--- src/aux_bank_map.svh ---
// Register offsets, field positions and reset values of the auxiliary register bank.
`ifndef AUX_BANK_MAP_SVH
`define AUX_BANK_MAP_SVH

// ----------------------------------------------------------------
// Byte offsets on the APB bus
// ----------------------------------------------------------------
`define OFS_AUXC_LO     8'h00
`define OFS_AUXC_HI     8'h04
`define OFS_AFS0_L1     8'h08
`define OFS_AFS0_L2     8'h0C
`define OFS_AFS0_L3     8'h10
`define OFS_AFS1_L1     8'h14
`define OFS_AFS1_L2     8'h18
`define OFS_AFS1_L3     8'h1C
`define OFS_AIDR        8'h20
`define OFS_AMA_L1_LO   8'h24
`define OFS_AMA_L1_HI   8'h28
`define OFS_AMA_L2_LO   8'h2C
`define OFS_AMA_L2_HI   8'h30
`define OFS_AMA_L3_LO   8'h34
`define OFS_AMA_L3_HI   8'h38
`define OFS_WALK_LO     8'h3C
`define OFS_WALK_HI     8'h40
`define OFS_STATUS      8'h44

// ----------------------------------------------------------------
// Highest-level auxiliary control fields
// ----------------------------------------------------------------
`define AUXC_AUX_EN_BIT 0
`define AUXC_EXT_EN_BIT 1
`define AUXC_WMASK      32'h0000_0003
`define AUXC_RST        32'h0000_0000

// ----------------------------------------------------------------
// Walk attribute control fields
// ----------------------------------------------------------------
`define WALK_B1A1_VAL   13
`define WALK_B1A0_VAL   12
`define WALK_B0A1_VAL   9
`define WALK_B0A0_VAL   8
`define WALK_B1A1_EN    5
`define WALK_B1A0_EN    4
`define WALK_B0A1_EN    1
`define WALK_B0A0_EN    0
`define WALK_WMASK      32'h0000_3333
`define WALK_RST        32'h0000_0000

// ----------------------------------------------------------------
// Status word fields
// ----------------------------------------------------------------
`define STAT_CFG_BIT    0
`define STAT_ATTR_LSB   1
`define STAT_BLOCK_BIT  3
`define ZERO_WORD       32'h0000_0000

`endif

--- src/aux_bank_pkg.sv ---
// Types shared by the auxiliary register bank and its write gate.
package aux_bank_pkg;

	typedef enum logic [1:0] {
		LVL_KERNEL_NS = 2'h0,
		LVL_KERNEL_S  = 2'h1,
		LVL_HYP       = 2'h2,
		LVL_TOP       = 2'h3
	} level_e;

	typedef enum logic [2:0] {
		TGT_CORE_AUX        = 3'h0,
		TGT_CORE_AUX_SECOND = 3'h1,
		TGT_CLUSTER_AUX     = 3'h2,
		TGT_CORE_EXT        = 3'h3,
		TGT_CLUSTER_EXT     = 3'h4
	} ctl_target_e;

	typedef enum logic {
		BASE0 = 1'b0,
		BASE1 = 1'b1
	} table_base_e;

	typedef enum logic [3:0] {
		SEL_NONE     = 4'h0,
		SEL_AUXC_LO  = 4'h1,
		SEL_AUXC_HI  = 4'h2,
		SEL_FAULT    = 4'h3,
		SEL_IDENT    = 4'h4,
		SEL_INDIRECT = 4'h5,
		SEL_WALK_LO  = 4'h6,
		SEL_WALK_HI  = 4'h7,
		SEL_STATUS   = 4'h8
	} reg_sel_e;

	typedef struct packed {
		logic        valid;
		level_e      level;
		ctl_target_e target;
	} ctl_wr_req_s;

	typedef struct packed {
		logic        valid;
		table_base_e base;
	} walk_req_s;

	typedef struct packed {
		logic       valid;
		logic [1:0] page_hw_attributes;
	} walk_attr_s;

endpackage : aux_bank_pkg

--- src/aux_sysreg_walk_attr_bank.sv ---
// Auxiliary register bank with walk attribute control behind an APB slave.
//
// Chosen here: the address map and the APB slave port.
`timescale 1ns/10ps
`include "aux_bank_map.svh"
module aux_sysreg_walk_attr_bank #(
	parameter int ADDR_W = 8
) (
	input  wire logic                       pclk,
	input  wire logic                       presetn,
	input  wire logic                       psel,
	input  wire logic                       penable,
	input  wire logic                       pwrite,
	input  wire logic [ADDR_W-1:0]          paddr,
	input  wire logic [31:0]                pwdata,
	input  wire logic [3:0]                 pstrb,
	output logic                            pready,
	output logic [31:0]                     prdata,
	output logic                            pslverr,
	input  wire logic                       attr_support_pin,
	input  wire aux_bank_pkg::ctl_wr_req_s  ctl_wr_req,
	output logic                            ctl_wr_allow,
	output logic                            ctl_wr_block,
	input  wire aux_bank_pkg::walk_req_s    walk_req,
	output aux_bank_pkg::walk_attr_s        walk_attr
);
	import aux_bank_pkg::*;

	// ----------------------------------------------------------------
	// Decoding helpers
	// ----------------------------------------------------------------
	function automatic reg_sel_e decode_reg(input logic [ADDR_W-1:0] a);
		reg_sel_e s;
		s = SEL_NONE;
		case (a)
			`OFS_AUXC_LO: s = SEL_AUXC_LO;
			`OFS_AUXC_HI: s = SEL_AUXC_HI;
			`OFS_AFS0_L1, `OFS_AFS0_L2, `OFS_AFS0_L3,
			`OFS_AFS1_L1, `OFS_AFS1_L2, `OFS_AFS1_L3: s = SEL_FAULT;
			`OFS_AIDR: s = SEL_IDENT;
			`OFS_AMA_L1_LO, `OFS_AMA_L1_HI,
			`OFS_AMA_L2_LO, `OFS_AMA_L2_HI,
			`OFS_AMA_L3_LO, `OFS_AMA_L3_HI: s = SEL_INDIRECT;
			`OFS_WALK_LO: s = SEL_WALK_LO;
			`OFS_WALK_HI: s = SEL_WALK_HI;
			`OFS_STATUS: s = SEL_STATUS;
			default: s = SEL_NONE;
		endcase
		return s;
	endfunction : decode_reg

	function automatic logic [31:0] merge_strb(input logic [31:0] old_v,
		input logic [31:0] new_v, input logic [3:0] strb);
		logic [31:0] r;
		r = old_v;
		for (int b = 0; b < 4; b++) begin
			if (strb[b]) begin
				r[b*8 +: 8] = new_v[b*8 +: 8];
			end
		end
		return r;
	endfunction : merge_strb

	function automatic logic attr_bit(input logic [31:0] c,
		input table_base_e base, input int idx);
		logic v;
		logic e;
		if (base == BASE1) begin
			v = (idx == 1) ? c[`WALK_B1A1_VAL] : c[`WALK_B1A0_VAL];
			e = (idx == 1) ? c[`WALK_B1A1_EN] : c[`WALK_B1A0_EN];
		end else begin
			v = (idx == 1) ? c[`WALK_B0A1_VAL] : c[`WALK_B0A0_VAL];
			e = (idx == 1) ? c[`WALK_B0A1_EN] : c[`WALK_B0A0_EN];
		end
		return v & e;
	endfunction : attr_bit

	// ----------------------------------------------------------------
	// Bus decode
	// ----------------------------------------------------------------
	reg_sel_e    sel;
	logic        setup;
	logic        access;
	logic        wr_access;
	logic [31:0] aux_ctrl_q;
	logic [31:0] aux_ctrl_d;
	logic [31:0] walk_ctrl_q;
	logic [31:0] walk_ctrl_d;
	logic [31:0] rdata_d;
	logic        cfg_meta_q;
	logic        cfg_q;
	logic        block_seen_q;
	logic [1:0]  attr_d;
	walk_attr_s  walk_attr_q;

	assign sel       = decode_reg(paddr);
	assign setup     = psel & ~penable;
	assign access    = psel & penable;
	assign wr_access = access & pwrite;

	// The slave never inserts wait states: every access completes in the
	// first access cycle, so read data is fetched during setup.
	assign pready = 1'b1;

	// ----------------------------------------------------------------
	// Attribute support pin synchroniser
	// ----------------------------------------------------------------
	always_ff @(posedge pclk or negedge presetn) begin
		if (!presetn) begin
			cfg_meta_q <= 1'b0;
			cfg_q      <= 1'b0;
		end else begin
			cfg_meta_q <= attr_support_pin;
			cfg_q      <= cfg_meta_q;
		end
	end

	// ----------------------------------------------------------------
	// Highest-level auxiliary control register
	// ----------------------------------------------------------------
	always_comb begin
		aux_ctrl_d = aux_ctrl_q;
		if (wr_access && sel == SEL_AUXC_LO) begin
			aux_ctrl_d = merge_strb(aux_ctrl_q, pwdata, pstrb) & `AUXC_WMASK;
		end
	end

	always_ff @(posedge pclk or negedge presetn) begin
		if (!presetn) begin
			aux_ctrl_q <= `AUXC_RST;
		end else begin
			aux_ctrl_q <= aux_ctrl_d;
		end
	end

	// ----------------------------------------------------------------
	// Walk attribute control register
	// ----------------------------------------------------------------
	always_comb begin
		walk_ctrl_d = walk_ctrl_q;
		if (wr_access && sel == SEL_WALK_LO) begin
			walk_ctrl_d = merge_strb(walk_ctrl_q, pwdata, pstrb) & `WALK_WMASK;
		end
	end

	always_ff @(posedge pclk or negedge presetn) begin
		if (!presetn) begin
			walk_ctrl_q <= `WALK_RST;
		end else begin
			walk_ctrl_q <= walk_ctrl_d;
		end
	end

	// ----------------------------------------------------------------
	// Read data and error response
	// ----------------------------------------------------------------
	always_comb begin
		rdata_d = `ZERO_WORD;
		case (sel)
			SEL_AUXC_LO: rdata_d = aux_ctrl_q;
			SEL_FAULT: rdata_d = `ZERO_WORD;
			SEL_IDENT: rdata_d = `ZERO_WORD;
			SEL_INDIRECT: rdata_d = `ZERO_WORD;
			SEL_WALK_LO: rdata_d = walk_ctrl_q;
			SEL_WALK_HI: rdata_d = `ZERO_WORD;
			SEL_STATUS: begin
				rdata_d[`STAT_CFG_BIT] = cfg_q;
				rdata_d[`STAT_ATTR_LSB +: 2] = walk_attr_q.page_hw_attributes;
				rdata_d[`STAT_BLOCK_BIT] = block_seen_q;
			end
			default: rdata_d = `ZERO_WORD;
		endcase
	end

	// Writes to read-only and reserved words are dropped quietly; only an
	// address outside the map answers with an error.
	always_ff @(posedge pclk or negedge presetn) begin
		if (!presetn) begin
			prdata  <= `ZERO_WORD;
			pslverr <= 1'b0;
		end else if (setup) begin
			prdata  <= pwrite ? `ZERO_WORD : rdata_d;
			pslverr <= (sel == SEL_NONE);
		end
	end

	// ----------------------------------------------------------------
	// Control register write gate
	// ----------------------------------------------------------------
	ctl_write_gate u_gate (
		.aux_ctrl_write_enable (aux_ctrl_q[`AUXC_AUX_EN_BIT]),
		.ext_ctrl_write_enable (aux_ctrl_q[`AUXC_EXT_EN_BIT]),
		.req                   (ctl_wr_req),
		.allow                 (ctl_wr_allow),
		.block                 (ctl_wr_block)
	);

	// Last verdict of the gate, visible in the status word.
	always_ff @(posedge pclk or negedge presetn) begin
		if (!presetn) begin
			block_seen_q <= 1'b0;
		end else if (ctl_wr_req.valid) begin
			block_seen_q <= ctl_wr_block;
		end
	end

	// ----------------------------------------------------------------
	// Page table walk attributes
	// ----------------------------------------------------------------
	for (genvar i = 0; i < 2; i++) begin : g_attr
		assign attr_d[i] = cfg_q & attr_bit(walk_ctrl_q, walk_req.base, i);
	end

	// A walk answer is one cycle late; the control word is sampled at the
	// request edge, so a write in the same cycle affects the next walk.
	always_ff @(posedge pclk or negedge presetn) begin
		if (!presetn) begin
			walk_attr_q <= '0;
		end else begin
			walk_attr_q.valid <= walk_req.valid;
			if (walk_req.valid) begin
				walk_attr_q.page_hw_attributes <= attr_d;
			end
		end
	end

	assign walk_attr = walk_attr_q;

	logic mid_req;
	logic aux_tgt;
	logic ext_tgt;
	logic b1a1_exp;
	logic b1a0_exp;
	logic b0a1_exp;
	logic b0a0_exp;

	assign mid_req  = ctl_wr_req.valid &&
		(ctl_wr_req.level == LVL_HYP || ctl_wr_req.level == LVL_KERNEL_S);
	assign aux_tgt  = ctl_wr_req.target == TGT_CORE_AUX ||
		ctl_wr_req.target == TGT_CORE_AUX_SECOND ||
		ctl_wr_req.target == TGT_CLUSTER_AUX;
	assign ext_tgt  = ctl_wr_req.target == TGT_CORE_EXT ||
		ctl_wr_req.target == TGT_CLUSTER_EXT;
	assign b1a1_exp = walk_ctrl_q[`WALK_B1A1_VAL] & walk_ctrl_q[`WALK_B1A1_EN];
	assign b1a0_exp = walk_ctrl_q[`WALK_B1A0_VAL] & walk_ctrl_q[`WALK_B1A0_EN];
	assign b0a1_exp = walk_ctrl_q[`WALK_B0A1_VAL] & walk_ctrl_q[`WALK_B0A1_EN];
	assign b0a0_exp = walk_ctrl_q[`WALK_B0A0_VAL] & walk_ctrl_q[`WALK_B0A0_EN];
endmodule : aux_sysreg_walk_attr_bank

--- src/ctl_write_gate.sv ---
// Write permission check for the auxiliary and extended control registers.
`timescale 1ns/10ps
module ctl_write_gate (
	input  wire logic                       aux_ctrl_write_enable,
	input  wire logic                       ext_ctrl_write_enable,
	input  wire aux_bank_pkg::ctl_wr_req_s  req,
	output logic                            allow,
	output logic                            block
);
	import aux_bank_pkg::*;

	function automatic logic is_aux_target(input ctl_target_e t);
		return (t == TGT_CORE_AUX) || (t == TGT_CORE_AUX_SECOND) ||
			(t == TGT_CLUSTER_AUX);
	endfunction : is_aux_target

	function automatic logic is_ext_target(input ctl_target_e t);
		return (t == TGT_CORE_EXT) || (t == TGT_CLUSTER_EXT);
	endfunction : is_ext_target

	logic mid_level;
	logic granted;

	// Non-secure kernel writes are governed by the hypervisor-level enables,
	// which live outside this bank, so they are refused here.
	assign mid_level = (req.level == LVL_HYP) || (req.level == LVL_KERNEL_S);

	always_comb begin
		granted = 1'b0;
		if (req.level == LVL_TOP) begin
			granted = 1'b1;
		end else if (mid_level && is_aux_target(req.target)) begin
			granted = aux_ctrl_write_enable;
		end else if (mid_level && is_ext_target(req.target)) begin
			granted = ext_ctrl_write_enable;
		end
	end

	assign allow = req.valid & granted;
	assign block = req.valid & ~granted;

endmodule : ctl_write_gate

--- config.mk ---
export PLATFORM = sky130hd
export DESIGN_NAME = aux_sysreg_walk_attr_bank
export DESIGN_NICKNAME = d
export VERILOG_FILES = /design/src/aux_bank_pkg.sv /design/src/aux_sysreg_walk_attr_bank.sv /design/src/ctl_write_gate.sv
export VERILOG_INCLUDE_DIRS = /design/src
export SDC_FILE = /design/constraint.sdc
export NUM_CORES = 1
export LEC_CHECK = 0
export BUFFER_PORTS_ARGS = -buffer_cell sky130_fd_sc_hd__buf_2
export CORE_MARGIN = 2
export CORE_UTILIZATION = 42
export CTS_CLUSTER_SIZE = 10
export DETAILED_ROUTE_END_ITERATION = 6
export GPL_ROUTABILITY_DRIVEN = 0
export PLACE_DENSITY = 0.81
export SYNTH_ARGS = -nofsm -noshare
export SYNTH_HDL_FRONTEND = slang
export SYNTH_SLANG_ARGS = --single-unit
--- constraint.sdc ---
create_clock -name pclk -period 3 [get_ports pclk]
set_input_delay 0.15 -clock pclk [delete_from_list [all_inputs] [get_ports pclk]]
set_output_delay 0.15 -clock pclk [all_outputs]
set_load 0.02 [all_outputs]
==> metrics.csv <==
metric,value,unit
sum of negative setup slack,0,ns
number of storage elements in the synthesis netlist,27,
number of buffers created by CTS,3,
maximum clock path buffer count,2,
top area cells in the synthesized netlist,"dfrtp_1 (48%), buf_4 (13%), mux2_2 (8.0%)",
clock group share of total power,25.0,%
worst voltage drop across the vdd grid,0.220,mV
CTS tree,done,
Worst Slack Setup Final,1.49,ns
total wire length after detailed routing,2730,um
chip height,61.8,um
Skew-Pair Late Insertion Delay,0.32,ns
Worst Setup End Kind,output pin,
Tightest Pin Transition,0.631,ns
tightest slew margin relative to the limit,57.9,%
DR iter-0 viols,26,
worst min-delay path class,in2reg,
power share of the sequential group,60.4,%
power density over cell area,377,nW/um^2
worst r2r src,walk_ctrl_q[0]$_DFFE_PN0P_,
total track usage,15.8,%
global-route wire length before repair,4400,um
clk slew on worst S/H paths,0.15,ns
total via count after detailed routing,1074,
Total Die Area,3820,um^2
buffer cell driving the clock tree root,clkbuf_4,
WP data arrival,1.36,ns
DRT antenna net count,0,
series of cell instances along the critical path,"o21ai_0, a21boi_0, nor3b_1, buf_2",
net switching power,0.170,mW
nature of the critical path startpoint,flop,
largest area contributor in the netlist,dfrtp_1,
fraction of power consumed by combinational cells,14.6,%
critical path launch point,aux_ctrl_q[1]$_DFFE_PN0P_,
"Top FF cell, synth",dfrtp_1,
ratio of final minimum period to clock period,50.4,%
final setup violation count,0,
cell internal power dissipation,0.448,mW
average footprint of a synthesized cell,11.0,um^2
unrepaired setup endpoints after global routing,no,
relative area change from synthesis to final layout,16.9,%
run status,finished clean,
number of enable flip-flop cells after synthesis,0,
ant diodes,0,
wire per inst,12.4,um
Crit-path slowest cell,dfrtp_1,
Gate Count Post-Synth,127,
unique cell type count in the Yosys netlist,32,
total of buffers placed on input and output ports,47,
utilization after layout,52.9,%
LEAKAGE,0.868,nW
warnings from Yosys,0,
Core ar.,3100,um^2
Total Power,0.618,mW
largest net degree at the start of global routing,28,
count of clock tree sinks,27,
Post-CTS Setup Bufs,0,
most common cell in the netlist,dfrtp_1,
most instantiated cells after synthesis,"dfrtp_1 (27), buf_4 (24), mux2_2 (10), nand2_1 (10), a22o_1 (8)",
Reg area,676,um^2
number of top-level pins,97,
CTS Hold Bufs,3,
maximum cell stage delay along the critical path,0.42,ns
proportion of netlist area held by the largest area contributor,48.2,%
fraction of final layout cells with drive strength greater than 1,35.2,%
starting density of the core,45.2,%
minimum setup slack after placement,1.40,ns
fin crit period,1.51,ns
CTS H-tree lvls,1,
final setup skew,0.00714,ns
capturing point of the worst reg2reg path,prdata[0]$_DFFE_PN0P_,
"Slew Viols, Final",0,
total count of hold-check failures in the final report,0,
via/cell ratio,4.88,
highest achievable clock rate,0.661,GHz
highest fanout seen on the critical path,3,
antenna violations before repair,0,
count of max-cap constraint violations,0,
crit path kind,reg2out,
Die Span X,61.8,um
timing endpoint of the critical path,ctl_wr_block,
row count,20,
post-synthesis sequential area ratio,48.2,%
"Req. time, crit path",2.85,ns
total global routing overflow,0,
CTS-repair resized insts,0,
fillcell total,293,
Detailed Place HPWL,2240,um
number of cells on the worst reg-to-reg path,3,
Netlist Area Pre-Place,1400,um^2
switching power as a share of total power,27.5,%
Multi-input gate area,606,um^2
number of global-route vias before repair,958,
First-pass DRT Iterations,4,
"Async S/R FF share, synth",100,%
worst reg2reg setup slack,1.79,ns
worst hold margin,0.0568,ns
number of design rule violations left after detail routing,0,
number of nets in the layout,236,
[placed cells by master (no fill, tap or decap)]
master and count:
nand3b_1 1, xor2_1 1, nand2_1 10, a32o_1 1, o21ai_0 3, and3_1 2, clkinv_2 1, a222oi_1 2
a21oi_1 2, nand2b_1 1, a22o_1 8, nor3b_1 2, dlygate4sd3_1 3, clkbuf_4 3, nand3_1 1, nor3_1 3
o21a_1 1, nor2_1 3, nor4_1 1, o31ai_1 1, buf_2 47, inv_1 3, mux2_2 10, dfrtp_1 27
and4_1 5, ha_1 1, o22ai_1 2, a31oi_1 4, conb_1 23, and4b_1 1, a21boi_0 1, and3b_1 1
nor4_4 1
[power by group through the flow]
stage	Sequential (mW)	Clock (mW)	Combinational, mW
after detailed placement	0.380	0	0.0877
after floorplan	0.382	0	0.0676
after global placement	0.380	0	0.0860
after global routing	0.374	0.173	0.102
after CTS	0.373	0.161	0.0908
final	0.373	0.154	0.0903
[metrics by stage]
stage	std cells	cell area, um^2
2_1_floorplan	148	1480
6_report	220	1640
3_3_place_gp	213	1580
3_5_place_dp	213	1580
4_1_cts	220	1640
5_1_grt	220	1640
[state kept, by name, indices dropped and copies added, names as in the netlist]
register	cells
cfg_q	1
prdata	10
cfg_meta_q	1
block_seen_q	1
aux_ctrl_q	2
pslverr	1
walk_ctrl_q	8
walk_attr	3
[cell type report]
class	count	area share [%]
Sequential cell	27	41.2
Timing Repair Buffer	50	16.2
Clock inverter	1	0.305
Tap cell	44	3.36
Inverter	3	0.687
Multi-Input combinational cell	92	36.9
Clock buffer	3	1.37
[layer usage]
metal  vias up  wire, um  GRT usage (%)  part of all wire, %
met5         -         0              0                    0
met4         0         8           4.56                 0.29
met3         2       159           2.07                  5.8
met2        43      1370           26.8                   50
met1       507      1190           21.4                   44
li1        522         -              -                    -
[kinds of logic after synthesis]
logic type | after synthesis | share of synthesized area [%]
mux | 10 | 8.03
simple gates | 32 | 14.3
flops | 27 | 48.2
other cells | 2 | 0.535
buf+inv | 29 | 14.3
fa+ha+maj | 1 | 0.892
compound gates | 25 | 13.2
xor+xnor | 1 | 0.625
[worst min path at each step]
stage / endpoint / start / cells after the start
2_1_floorplan: aux_ctrl_q[0]$_DFFE_PN0P_ / presetn / 0
3_3_place_gp: aux_ctrl_q[0]$_DFFE_PN0P_ / presetn / 1
3_5_place_dp: aux_ctrl_q[0]$_DFFE_PN0P_ / presetn / 1
4_1_cts: walk_ctrl_q[12]$_DFFE_PN0P_ / pwdata[12] / 2
5_1_grt: walk_ctrl_q[13]$_DFFE_PN0P_ / pwdata[13] / 2
6_report: walk_ctrl_q[12]$_DFFE_PN0P_ / pwdata[12] / 2
[worst max-delay path: cells and delay by family, from the launching register on]
family | cells | cell delay, ns
compound gates | 2 | 0.25
simple gates | 1 | 0.18
buf+inv | 1 | 0.19
flops | 1 | 0.42
Power figures use the tool's default switching activity.
